--- config.mk ---
export PLATFORM = sky130hd
export DESIGN_NAME = pfl_linkage
export DESIGN_NICKNAME = d
export VERILOG_FILES = /design/src/include/pfl_pkg.sv /design/src/rtl/pfl_frame_calc.sv /design/src/rtl/pfl_linkage.sv
export SDC_FILE = /design/constraint.sdc
export NUM_CORES = 1
export LEC_CHECK = 0
export BUFFER_PORTS_ARGS = -buffer_cell sky130_fd_sc_hd__buf_2
export CORE_UTILIZATION = 39
export DETAILED_ROUTE_END_ITERATION = 10
export GPL_ROUTABILITY_DRIVEN = 0
export PLACE_DENSITY = 0.56
export SLEW_MARGIN = 10
export SYNTH_ARGS = -nofsm -noshare
export SYNTH_HDL_FRONTEND = slang
export SYNTH_SLANG_ARGS = --single-unit
--- constraint.sdc ---
create_clock -name sys_clk -period 24 [get_ports sys_clk]
set_input_delay 2.4 -clock sys_clk [delete_from_list [all_inputs] [get_ports sys_clk]]
set_output_delay 2.4 -clock sys_clk [all_outputs]
set_load 0.02 [all_outputs]
--- src/include/pfl_pkg.sv ---
// Constants and carrier types for the procedure frame linkage block
`default_nettype none
package pfl_pkg;
  // Field positions within the linkage words and the process controls register
  localparam int PFL_AW         = 32;
  localparam int PFL_RT_LSB     = 0;
  localparam int PFL_RT_MSB     = 2;
  localparam int PFL_PFP_LSB    = 4;
  localparam int PFL_ALIGN_BITS = 6;
  localparam int PFL_STATE_BIT  = 10;
  // Size of the local register save area at the bottom of each frame
  localparam logic [31:0] PFL_SAVE_BYTES = 32'h0000_0040;
  // Return-type field encodings
  localparam logic [2:0] PFL_RT_LOCAL = 3'h0;
  localparam logic [2:0] PFL_RT_FAULT = 3'h1;
  localparam logic [2:0] PFL_RT_SUPER = 3'h2;
  localparam logic [2:0] PFL_RT_INTR  = 3'h7;
  // Reset values: one frame at address zero, save area only
  localparam logic [31:0] PFL_RESET_FP = 32'h0000_0000;
  localparam logic [31:0] PFL_RESET_SP = 32'h0000_003F;
  localparam logic [31:0] PFL_RESET_R2 = 32'h0000_0000;
  localparam logic [3:0]  PFL_RESET_DEPTH = 4'h0;
  localparam int          PFL_DEPTH_DEFAULT = 8;

  typedef enum logic [1:0] {
    PFL_STK_LOCAL,
    PFL_STK_SUPER,
    PFL_STK_INTR
  } pfl_stack_type;

  typedef enum logic [1:0] {
    PFL_CALL_LOCAL,
    PFL_CALL_SUPER,
    PFL_CALL_INTR,
    PFL_CALL_FAULT
  } pfl_call_kind_type;

  // Call request from the sequencer
  typedef struct packed {
    pfl_call_kind_type kind;
    logic [31:0]       next_addr;
    logic [31:0]       frame_bytes;
  } pfl_call_req_type;

  // Linkage words r0 (link and type), r1 (stack top), r2 (resume address)
  typedef struct packed {
    logic [31:0] r0;
    logic [31:0] r1;
    logic [31:0] r2;
  } pfl_link_type;

  // One saved activation: linkage plus context that a return may restore
  typedef struct packed {
    pfl_link_type  link;
    pfl_stack_type stack;
    logic          state;
  } pfl_save_type;
endpackage
`default_nettype wire

--- src/rtl/pfl_frame_calc.sv ---
// Frame placement: aligned base and new stack top for a fresh frame
`default_nettype none
module pfl_frame_calc
  import pfl_pkg::*;
(
  input  wire logic [31:0] first_free,
  input  wire logic [31:0] frame_bytes,
  output logic      [31:0] frame_base,
  output logic      [31:0] frame_top
);
  localparam logic [31:0] ALIGN_MASK = 32'h0000_003F;

  // Round up to the next 64-byte boundary; low six bits forced to zero
  always_comb begin
    frame_base = (first_free + ALIGN_MASK) & ~ALIGN_MASK;
  end

  // Save area always sits below any caller-requested locals
  always_comb begin
    frame_top = frame_base + PFL_SAVE_BYTES + frame_bytes - 32'h0000_0001;
  end
endmodule
`default_nettype wire

--- src/rtl/pfl_linkage.sv ---
// Procedure call linkage and stack frame bookkeeping for the core
// Behaviour
// - A call writes the address after the call instruction into r2.
// - A call records its type in r0 bits 0 to 2.
// - A return decodes the saved type and picks the matching return path.
// - Every new frame starts on a 64-byte boundary.
// - The lowest 64 bytes of each frame hold the local register save area.
// - r1 holds the address of the last byte of the topmost frame.
// - Stacks grow upward as contiguous frames, one per active procedure.
// - Local, supervisor and interrupt stacks exist; frames go on the current one, except supervisor calls from local and interrupt calls from a program.
// - Process controls bit 10 reads 0 in a program, 1 in an interrupt.
// - r0 bits 4 to 31 hold the previous frame's first byte address.
`default_nettype none
module pfl_linkage
  import pfl_pkg::*;
#(
  parameter int DEPTH = PFL_DEPTH_DEFAULT
) (
  input  wire logic             sys_clk,
  input  wire logic             rst_n,
  input  wire logic             call_valid,
  input  wire pfl_call_req_type call_req,
  input  wire logic             ret_req,
  input  wire logic [31:0]      super_stack_base,
  input  wire logic [31:0]      intr_stack_base,
  output pfl_link_type          link_q,
  output logic [31:0]           frame_base_pointer_q,
  output logic [31:0]           process_controls_reg_q,
  output pfl_stack_type         stack_sel_q,
  output logic                  ret_valid_q,
  output pfl_call_kind_type     ret_kind_q,
  output logic [31:0]           ret_addr_q,
  output logic                  call_refused_q,
  output logic                  ret_refused_q,
  output logic [3:0]            depth_q
);
  // Saved activations of callers; frames below the top live only here
  pfl_save_type      save_mem [DEPTH];
  logic              state_q;
  logic              call_ok;
  logic              ret_ok;
  logic [31:0]       first_free;
  logic [31:0]       new_base;
  logic [31:0]       new_top;
  logic [2:0]        call_rt;
  pfl_save_type      popped;
  pfl_call_kind_type ret_kind;

  // Map a saved type field onto the return path to take
  function automatic pfl_call_kind_type decode_rt(input logic [2:0] rt);
    pfl_call_kind_type k;
    k = PFL_CALL_LOCAL;
    unique case (rt)
      PFL_RT_SUPER: k = PFL_CALL_SUPER;
      PFL_RT_INTR:  k = PFL_CALL_INTR;
      PFL_RT_FAULT: k = PFL_CALL_FAULT;
      default:      k = PFL_CALL_LOCAL;
    endcase
    return k;
  endfunction

  // A call on a full save stack or a return at depth zero is refused
  always_comb begin
    call_ok = call_valid && (depth_q != 4'(DEPTH));
    ret_ok  = ret_req && !call_valid && (depth_q != PFL_RESET_DEPTH);
  end

  // Type code stored with the call
  always_comb begin
    unique case (call_req.kind)
      PFL_CALL_LOCAL: call_rt = PFL_RT_LOCAL;
      PFL_CALL_SUPER: call_rt = PFL_RT_SUPER;
      PFL_CALL_INTR:  call_rt = PFL_RT_INTR;
      PFL_CALL_FAULT: call_rt = PFL_RT_FAULT;
    endcase
  end

  // Choose where the new frame starts: top of current stack or a new stack
  always_comb begin
    first_free = link_q.r1 + 32'h0000_0001;
    unique case (call_req.kind)
      PFL_CALL_SUPER:
        if (stack_sel_q == PFL_STK_LOCAL) first_free = super_stack_base;
      PFL_CALL_INTR:
        if (!state_q) first_free = intr_stack_base;
      default: ;
    endcase
  end

  pfl_frame_calc u_calc (
    .first_free  (first_free),
    .frame_bytes (call_req.frame_bytes),
    .frame_base  (new_base),
    .frame_top   (new_top)
  );

  always_comb begin
    popped   = save_mem[depth_q[$clog2(DEPTH)-1:0] - 1'b1];
    ret_kind = decode_rt(link_q.r0[PFL_RT_MSB:PFL_RT_LSB]);
  end

  // Save stack of caller linkage; no reset needed on the storage itself
  always_ff @(posedge sys_clk) begin
    if (call_ok) begin
      save_mem[depth_q[$clog2(DEPTH)-1:0]] <= '{link_q, stack_sel_q, state_q};
    end
  end

  // Nesting depth
  always_ff @(posedge sys_clk or negedge rst_n) begin
    if (!rst_n) begin
      depth_q <= PFL_RESET_DEPTH;
    end else if (call_ok) begin
      depth_q <= depth_q + 4'h1;
    end else if (ret_ok) begin
      depth_q <= depth_q - 4'h1;
    end
  end

  // Linkage words and frame base of the topmost frame
  always_ff @(posedge sys_clk or negedge rst_n) begin
    if (!rst_n) begin
      link_q.r0            <= '0;
      link_q.r1            <= PFL_RESET_SP;
      link_q.r2            <= PFL_RESET_R2;
      frame_base_pointer_q <= PFL_RESET_FP;
    end else if (call_ok) begin
      link_q.r0 <= {frame_base_pointer_q[31:PFL_PFP_LSB], 1'b0, call_rt};
      link_q.r1 <= new_top;
      link_q.r2 <= call_req.next_addr;
      frame_base_pointer_q <= new_base;
    end else if (ret_ok) begin
      // Caller frame base comes from the link field, realigned
      frame_base_pointer_q <= {link_q.r0[31:PFL_ALIGN_BITS],
                               {PFL_ALIGN_BITS{1'b0}}};
      link_q <= popped.link;
    end
  end

  // Active stack: local returns stay put, the others restore it
  always_ff @(posedge sys_clk or negedge rst_n) begin
    if (!rst_n) begin
      stack_sel_q <= PFL_STK_LOCAL;
    end else if (call_ok) begin
      if (call_req.kind == PFL_CALL_SUPER && stack_sel_q == PFL_STK_LOCAL)
        stack_sel_q <= PFL_STK_SUPER;
      else if (call_req.kind == PFL_CALL_INTR && !state_q)
        stack_sel_q <= PFL_STK_INTR;
    end else if (ret_ok && ret_kind != PFL_CALL_LOCAL) begin
      stack_sel_q <= popped.stack;
    end
  end

  // Program or interrupt state; only interrupt and fault returns restore it
  always_ff @(posedge sys_clk or negedge rst_n) begin
    if (!rst_n) begin
      state_q <= 1'b0;
    end else if (call_ok && call_req.kind == PFL_CALL_INTR) begin
      state_q <= 1'b1;
    end else if (ret_ok && (ret_kind == PFL_CALL_INTR ||
                            ret_kind == PFL_CALL_FAULT)) begin
      state_q <= popped.state;
    end
  end

  // Visible copy of the state flag; other control bits read as zero
  always_ff @(posedge sys_clk or negedge rst_n) begin
    if (!rst_n) begin
      process_controls_reg_q <= '0;
    end else begin
      process_controls_reg_q <= '0;
      process_controls_reg_q[PFL_STATE_BIT] <= (call_ok &&
          call_req.kind == PFL_CALL_INTR) ? 1'b1 :
          (ret_ok && (ret_kind == PFL_CALL_INTR ||
                      ret_kind == PFL_CALL_FAULT)) ? popped.state
                                                    : state_q;
    end
  end

  // Return report: valid pulses one cycle; kind selected and resume point hold until the next return
  always_ff @(posedge sys_clk or negedge rst_n) begin
    if (!rst_n) begin
      ret_valid_q <= 1'b0;
      ret_kind_q  <= PFL_CALL_LOCAL;
      ret_addr_q  <= '0;
    end else begin
      ret_valid_q <= ret_ok;
      if (ret_ok) begin
        ret_kind_q <= ret_kind;
        ret_addr_q <= link_q.r2;
      end
    end
  end

  // Refusal pulses; a call beats a simultaneous return
  always_ff @(posedge sys_clk or negedge rst_n) begin
    if (!rst_n) begin
      call_refused_q <= 1'b0;
      ret_refused_q  <= 1'b0;
    end else begin
      call_refused_q <= call_valid && !call_ok;
      ret_refused_q  <= ret_req && !ret_ok;
    end
  end
endmodule
`default_nettype wire

==> metrics.yaml, run 1 <==
status: "finished clean"
finalNetCount: 2829
synth_top_area_cell: "edfxtp_1"
multi_input_area_um2: 11200
port-buffer-count: 299
seq_area_um2: 27900
tightest_slew_ps: 1010
yosys.area.top_type_share_pct: 59.8
ys.flop_type: "edfxtp_1"
cts_made_buffers: 102
arrival_ps: 8430
ys_top_cells_by_area: "edfxtp_1 60%, mux4_2 11%, dfrtp_1 10%"
hp-start: "ret_addr_q[11]$_DFFE_PN0P_"
synth_area_um2: 39800
cap_viol_max_count: 0
clk_latency_ps: 680
setup-tns-final_ps: 0
r2r_setup_slack_ps: 17820
timing.rr.end: "link_q[60]$_DFFE_PN0P_"
synthCells: 2339
cp-start-kind: "input port"
ir_worst_vdd_mv: 0.105
crit_fanout: 22
clockRootBuffer: "clkbuf_16"
fmax_mhz: 127
dp_hpwl_mm: 66.2
cts_resized: 0
synth_seq_cells: 958
drc_errors: 0
slew_viol_final: 0
ys_warn_count: 0
grt-ovfl-total: 0
wl_mm: 109
place_inst: 3912
rsz0062_at_grt: "no"
hold_path_depth: 2
synth.most_common_cell: "edfxtp_1"
synthDistinctLibCells: 78
vias: 23100
fin_crit_ps: 7890
grt_pass1_vias: 23200
required_ps: 24540
die_h_um: 321
ant_nets: 0
ys_seq_area_share_pct: 70.2
end_kind: "flip-flop"
grt_pass1_wl_mm: 160
r2r-start: "process_controls_reg_q[10]$_DFFE_PN0P_"
ios: 337
vias_per_cell: 5.61
dp_slack_ps: 15700
coreArea_um2: 101000
drive_gt1_share_pct: 27.0
syn_to_final_growth_pct: 16.3
drt_iter0_drc: 2168
async_flop_share_pct: 17.3
ctsHoldBuffers: 0
worstSetupPathType: "in -> reg"
hold_end: "ret_addr_q[11]$_DFFE_PN0P_"
rr_worst_depth: 17
rows: 116
hold_viol_final: 0
fillers: 8798
worstHoldPathType: "reg -> reg"
dr.pass1.iters: 7
start_util_pct: 39.6
slew_headroom_pct: 32.0
postCtsSetupRepairBufs: 0
htree_levels: 3
ys_top_cells_by_count: "792 x edfxtp_1, 218 x nand2_1, 198 x mux4_2"
synth.avg_cell_area_um2: 17.0
pwr_density_cell_nw_per_um2: 145
grt_start_max_net_pins: 147
setup_viol: 0
p_leak_nw: 16.5
antenna_found_initial: 5
clkTransAtPathRegs_ps: 60
period_share_pct: 32.9
clock_sinks: 958
fin_cells: 4108
clock-skew-final_ps: 44.0
cts_tree: "built"
die_w_um: 321
synth_edf_count: 792
postLayoutSetupSlackWorst_ps: 16110
dieArea_um2: 103000
cts_buffer_depth: 3
fin_util_pct: 46.0
wl_per_cell_um: 26.6
grtUsageTotal_pct: 21.1
[registers in the layout, summed over array words and instances, names as in the netlist]
signal and flops:
process_controls_reg_q 1, ret_valid_q 1, frame_base_pointer_q 26, depth_q 4, stack_sel_q 2, ret_addr_q 32
call_refused_q 1, ret_kind_q 2, save_mem 792, link_q 96, ret_refused_q 1
[cell families (layout without fill, tap and decap cells)]
| kind of cell | Yosys count | in the layout | share of synthesized area (%) |
|---|---|---|---|
| flip-flops | 958 | 958 | 70.2 |
| AND/OR/NAND/NOR | 410 | 410 | 4.85 |
| AO/OA/AOI/OAI | 386 | 386 | 6.46 |
| multiplexers | 300 | 300 | 13.8 |
| buffers and inverters | 186 | 559 | 2.15 |
| XOR/XNOR | 62 | 62 | 1.40 |
| adder cells (fa/ha/maj) | 36 | 36 | 1.15 |
| other | 1 | 40 | 0.00942 |
[routing by layer]
metal	vias to the layer above	GRT usage (%)	wire length (um)
li1	9921	-	-
met1	12100	29.2	46100
met2	852	34.7	53400
met3	149	3.63	7410
met4	2	4.83	2250
met5	-	0	13
[metrics by stage]
stage,hold slack (ps),area (um2),total power [W]
after floorplan,589,39900,0.00434
after global placement,453,42900,0.00513
after detailed placement,459,42900,0.00519
after CTS,474,46300,0.00678
after global routing,503,46300,0.00704
final,470,46300,0.00670
[area by class of cell]
cell class              instances  share of cell area [%]
well taps                    1357                    3.67
clock buffers                 139                    6.14
inverters                      25                   0.211
multi-input cells            1231                    24.3
clock inverters                54                    1.23
diodes                          3                  0.0162
flip-flops and latches        958                    60.4
repair buffers                341                    4.02
[worst max-delay path, cell delays in order]
cell      delay, ps
buf_2           100
inv_1            40
ha_1            280
buf_4           220
a21oi_1         540
nand2_1         610
a311oi_1        630
a211oi_2        200
nand4_1         330
nor2b_1         130
a32oi_1         220
o21ai_0         160
ha_1            380
o21ai_0         110
nand2b_1         70
a21oi_1         190
a21boi_0        230
a311oi_1        750
o211ai_1        280
a31o_2          290
a31o_2          240
[cells in the final DEF (no fill, tap or decap), types with 36 or more instances in the layout]
cell       Yosys  layout
a21oi_1       38      38
a22oi_1       83      83
buf_2          5     298
buf_4         38      39
clkbuf_16      0     103
conb_1         1      37
dfrtp_1      160     159
edfxtp_1     792     792
mux2i_1      101     101
mux4_2       198     198
nand2_1      218     218
nor2_1        58      54
o21ai_0      107     107
xnor2_1       36      36
[worst max path at each step]
stage / start / end / slack, ps
after floorplan: call_valid / save_mem[0][0]$_DFFE_PP_ / 10770
after global placement: call_req[64] / link_q[60]$_DFFE_PN0P_ / 15810
after detailed placement: call_req[64] / link_q[60]$_DFFE_PN0P_ / 15700
after CTS: call_req[64] / link_q[60]$_DFFE_PN0P_ / 16360
after global routing: call_req[64] / link_q[60]$_DFFE_PN0P_ / 15790
final: call_req[64] / link_q[60]$_DFFE_PN0P_ / 16110
[power by group]
part           internal, W  switching, W  total (W)
clock             0.000921      0.000654    0.00158
sequential         0.00239      0.000395    0.00278
combinational     0.000961       0.00138    0.00234
total              0.00427       0.00243    0.00670
No activity file was read; power rests on OpenSTA's default activity.
==> run 2: changes to the inputs <==
--- a/config.mk
+++ b/config.mk
@@ -5,6 +5,7 @@
 export SDC_FILE = /design/constraint.sdc
 export NUM_CORES = 1
 export LEC_CHECK = 0
+export ABC_AREA = 1
 export BUFFER_PORTS_ARGS = -buffer_cell sky130_fd_sc_hd__buf_2
 export CORE_UTILIZATION = 39
 export DETAILED_ROUTE_END_ITERATION = 10
==> constraint.sdc (replaced) <==
create_clock -name sys_clk -period 7.7 [get_ports sys_clk]
set_input_delay 0.77 -clock sys_clk [delete_from_list [all_inputs] [get_ports sys_clk]]
set_output_delay 0.77 -clock sys_clk [all_outputs]
set_load 0.02 [all_outputs]
==> run 2 against run 1 <==
Net effect:
- clock power increased to 3.0 times the previous value
- clock skew down 22 ps
- critical path type is now reg -> reg
- critical path depth up 5
- first-iteration DRC count up 35%
- wire length increased by 16%
- sequential power grew to 3.2 times the previous value
- die area rose by 3.6%
- register-to-register slack worse by 15000 ps
==> metrics.yaml, run 2 <==
period_share_pct: 67.4
tightest_slew_ps: 1310  # +304 ps
yosys.area.top_type_share_pct: 57.7  # -2.1 points
multi_input_area_um2: 11700  # +3.6%
worstHoldPathType: "in -> async"
ys_top_cells_by_area: "edfxtp_1 58%, dfrtp_1 9.7%, o21ai_0 6.1%"
cap_viol_max_count: 0  # unchanged
wl_per_cell_um: 24.0  # -9.6%
synth.avg_cell_area_um2: 11.5  # -33%
fmax_mhz: 193
clock_sinks: 958  # unchanged
postCtsSetupRepairBufs: 0  # unchanged
setup-tns-final_ps: 0  # unchanged
required_ps: 8210  # -16330 ps
ys_top_cells_by_count: "792 x edfxtp_1, 506 x nor2_1, 504 x o21ai_0"
arrival_ps: 5690  # -2740 ps
postPlaceCellArea_um2: 44000  # +2.6%
rows: 118  # +1.7%
grt-ovfl-total: 0  # unchanged
cts_resized: 0  # unchanged
final_common_cell: "edfxtp_1"
drive_gt1_share_pct: 14.7  # -12 points
status: "finished clean"
syn_to_final_growth_pct: 14.4
synth_seq_cells: 958  # unchanged
vias: 29600  # +28%
port-buffer-count: 299  # unchanged
fin_crit_ps: 5190
grtUsageTotal_pct: 23.4  # +2.3 points
clock-skew-final_ps: 21.8  # -22.2 ps
grt_pass1_wl_mm: 187  # +17%
slew_headroom_pct: 12.3  # -20 points
ys.flop_type: "edfxtp_1"
place_inst: 5098  # +30%
wl_mm: 127  # +16%
met1_usage_pct: 33.6  # +4.4 points
ys_warn_count: 0  # unchanged
gr-max-usage-layer: "met2"
ctsHoldBuffers: 0  # unchanged
dr.pass1.iters: 6  # -1
rsz0062_at_grt: "no"
fin_cells: 5290  # +29%
cts_made_buffers: 103  # +0.98%
end_kind: "flip-flop"
diodes: 0  # -3
largest_reg_flops: 792  # unchanged
cts_buffer_depth: 3  # unchanged
grt_pass1_vias: 28000  # +21%
async_flop_share_pct: 17.3  # unchanged
crit_fanout: 27  # +23%
met2_usage_pct: 36.7  # +2.0 points
ir_worst_vdd_mv: 0.406  # +290%
vias_per_cell: 5.59  # -0.42%
synth_area_um2: 41200  # +3.6%
die_h_um: 327  # +1.8%
ys_seq_area_share_pct: 67.8  # -2.4 points
drt_iter0_drc: 2926  # +35%
dp_hpwl_mm: 73.0  # +10%
drc_errors: 0  # unchanged
layout_common_cells: "792 x edfxtp_1, 504 x o21ai_0, 502 x nor2_1"
setup_viol: 0  # unchanged
grt_start_max_net_pins: 229  # +56%
start_util_pct: 39.6  # about the same
synth_edf_count: 792  # unchanged
dieArea_um2: 107000  # +3.6%
pwr_density_cell_nw_per_um2: 467  # +220%
synthDistinctLibCells: 59  # -24%
antenna_found_initial: 4  # -1
cp-start-kind: "flip-flop"
dp_slack_ps: 2280  # -13420 ps
hold_viol_final: 0  # unchanged
seq_area_um2: 27900  # unchanged
slew_viol_final: 0  # unchanged
htree_levels: 3  # unchanged
postLayoutSetupSlackWorst_ps: 2510  # -13600 ps
worstSetupPathType: "reg -> reg"
hold_ws_ps: 38.1  # -432 ps
ant_nets: 0  # unchanged
postLayoutCellArea_um2: 47200  # +2.0%
die_w_um: 327  # +1.8%
coreArea_um2: 104000  # +3.6%
p_leak_nw: 17.1  # +4.0%
synth.most_common_cell: "edfxtp_1"
clk_latency_ps: 670  # about the same
finalNetCount: 3993  # +41%
synth_top_area_cell: "edfxtp_1"
synthCells: 3597  # +54%
grt_util_met3_pct: 4.11  # +0.48 points
clkTransAtPathRegs_ps: 60  # about the same
clockRootBuffer: "clkbuf_16"
cts_tree: "built"
ios: 337  # unchanged
fillers: 9714  # +10%
## run 2: cell count changes after synthesis, sizes merged, moves of 142 or more
cell and change:
o21ai +406, mux4 -198, nand2 +241, inv +167
o221ai +142, nor2 +465
## run 2: cells by family (layout without fill, tap and decap cells)
| logic type | count (synthesis) | in the layout | synth area share (%) |
|---|---|---|---|
| and+or+nand+nor | 1171 | 1171 | 11.9 |
| DFF | 958 | 958 | 67.8 |
| AOI/OAI and AO/OA | 952 | 952 | 14.0 |
| buffers and inverters | 448 | 725 | 4.47 |
| adders and majority gates | 36 | 36 | 1.11 |
| xor gates and xnor gates | 29 | 29 | 0.652 |
| muxes | 2 | 2 | 0.0486 |
| other | 1 | 37 | 0.00909 |
## run 2: stage by stage
stage / power, W / util, %
2_1_floorplan: 0.0139 / -
3_3_place_gp: 0.0173 / 42.2
3_5_place_dp: 0.0174 / 42.2
4_1_cts: 0.0221 / 45.3
5_1_grt: 0.0233 / 45.3
6_report: 0.0220 / 45.3
## run 2: area by class of cell
cell class	count	share of cell area, %
repair buffers	335	3.90
well taps	1380	3.66
clock buffers	159	6.30
clock inverters	33	0.536
multi-input cells	2227	24.7
flip-flops and latches	958	59.2
inverters	198	1.66
## run 2: power by group
part	total, W	internal (W)	switching, W
Sequential	0.00876	0.00744	0.00132
Clock	0.00473	0.00272	0.00201
Combinational	0.00853	0.00243	0.00611
## run 2: path summary, 6_finish.rpt
kind | start | to | slack (ps) | depth (start not counted)
worst min register to register | ret_addr_q[9]$_DFFE_PN0P_ | ret_addr_q[9]$_DFFE_PN0P_ | 480 | 2
worst max register to register | process_controls_reg_q[10]$_DFFE_PN0P_ | link_q[56]$_DFFE_PN0P_ | 2510 | 26
worst min-delay path | rst_n | link_q[69]$_DFFE_PN0P_ | 40 | 1
worst max-delay path | process_controls_reg_q[10]$_DFFE_PN0P_ | link_q[56]$_DFFE_PN0P_ | 2510 | 26
max in group asynchronous | rst_n | frame_base_pointer_q[25]$_DFFE_PN0P_ | 6350 | 2
min in group sys_clk | call_req[41] | link_q[9]$_DFFE_PN0P_ | 340 | 3
## run 2: per-layer routing
| metal | vias up | share of wire (%) |
|---|---|---|
| met5 | - | 0 |
| met4 | 0 | 2.4 |
| met3 | 160 | 7.4 |
| met2 | 1177 | 46 |
| met1 | 14800 | 44 |
| li1 | 13400 | - |
## run 2: worst max-delay path: stages (launching register included)
cell and delay (ps):
dfrtp_1 600, inv_1 200, nand2_1 120, clkinv_1 770, a22o_1 540, nand2_1 60
o21ai_1 120, nand2_1 110, nand3_1 70, nand2_1 100, inv_1 50, ha_1 350
nand2_1 70, inv_1 40, a21boi_0 130, o21ai_1 300, nand2_1 90, nand2_1 170
a21oi_1 140, o21ai_1 280, inv_1 70, o21ai_1 240, nand2_1 110, nand2_1 80
nand2_1 50, nand3_1 60, a22oi_1 80
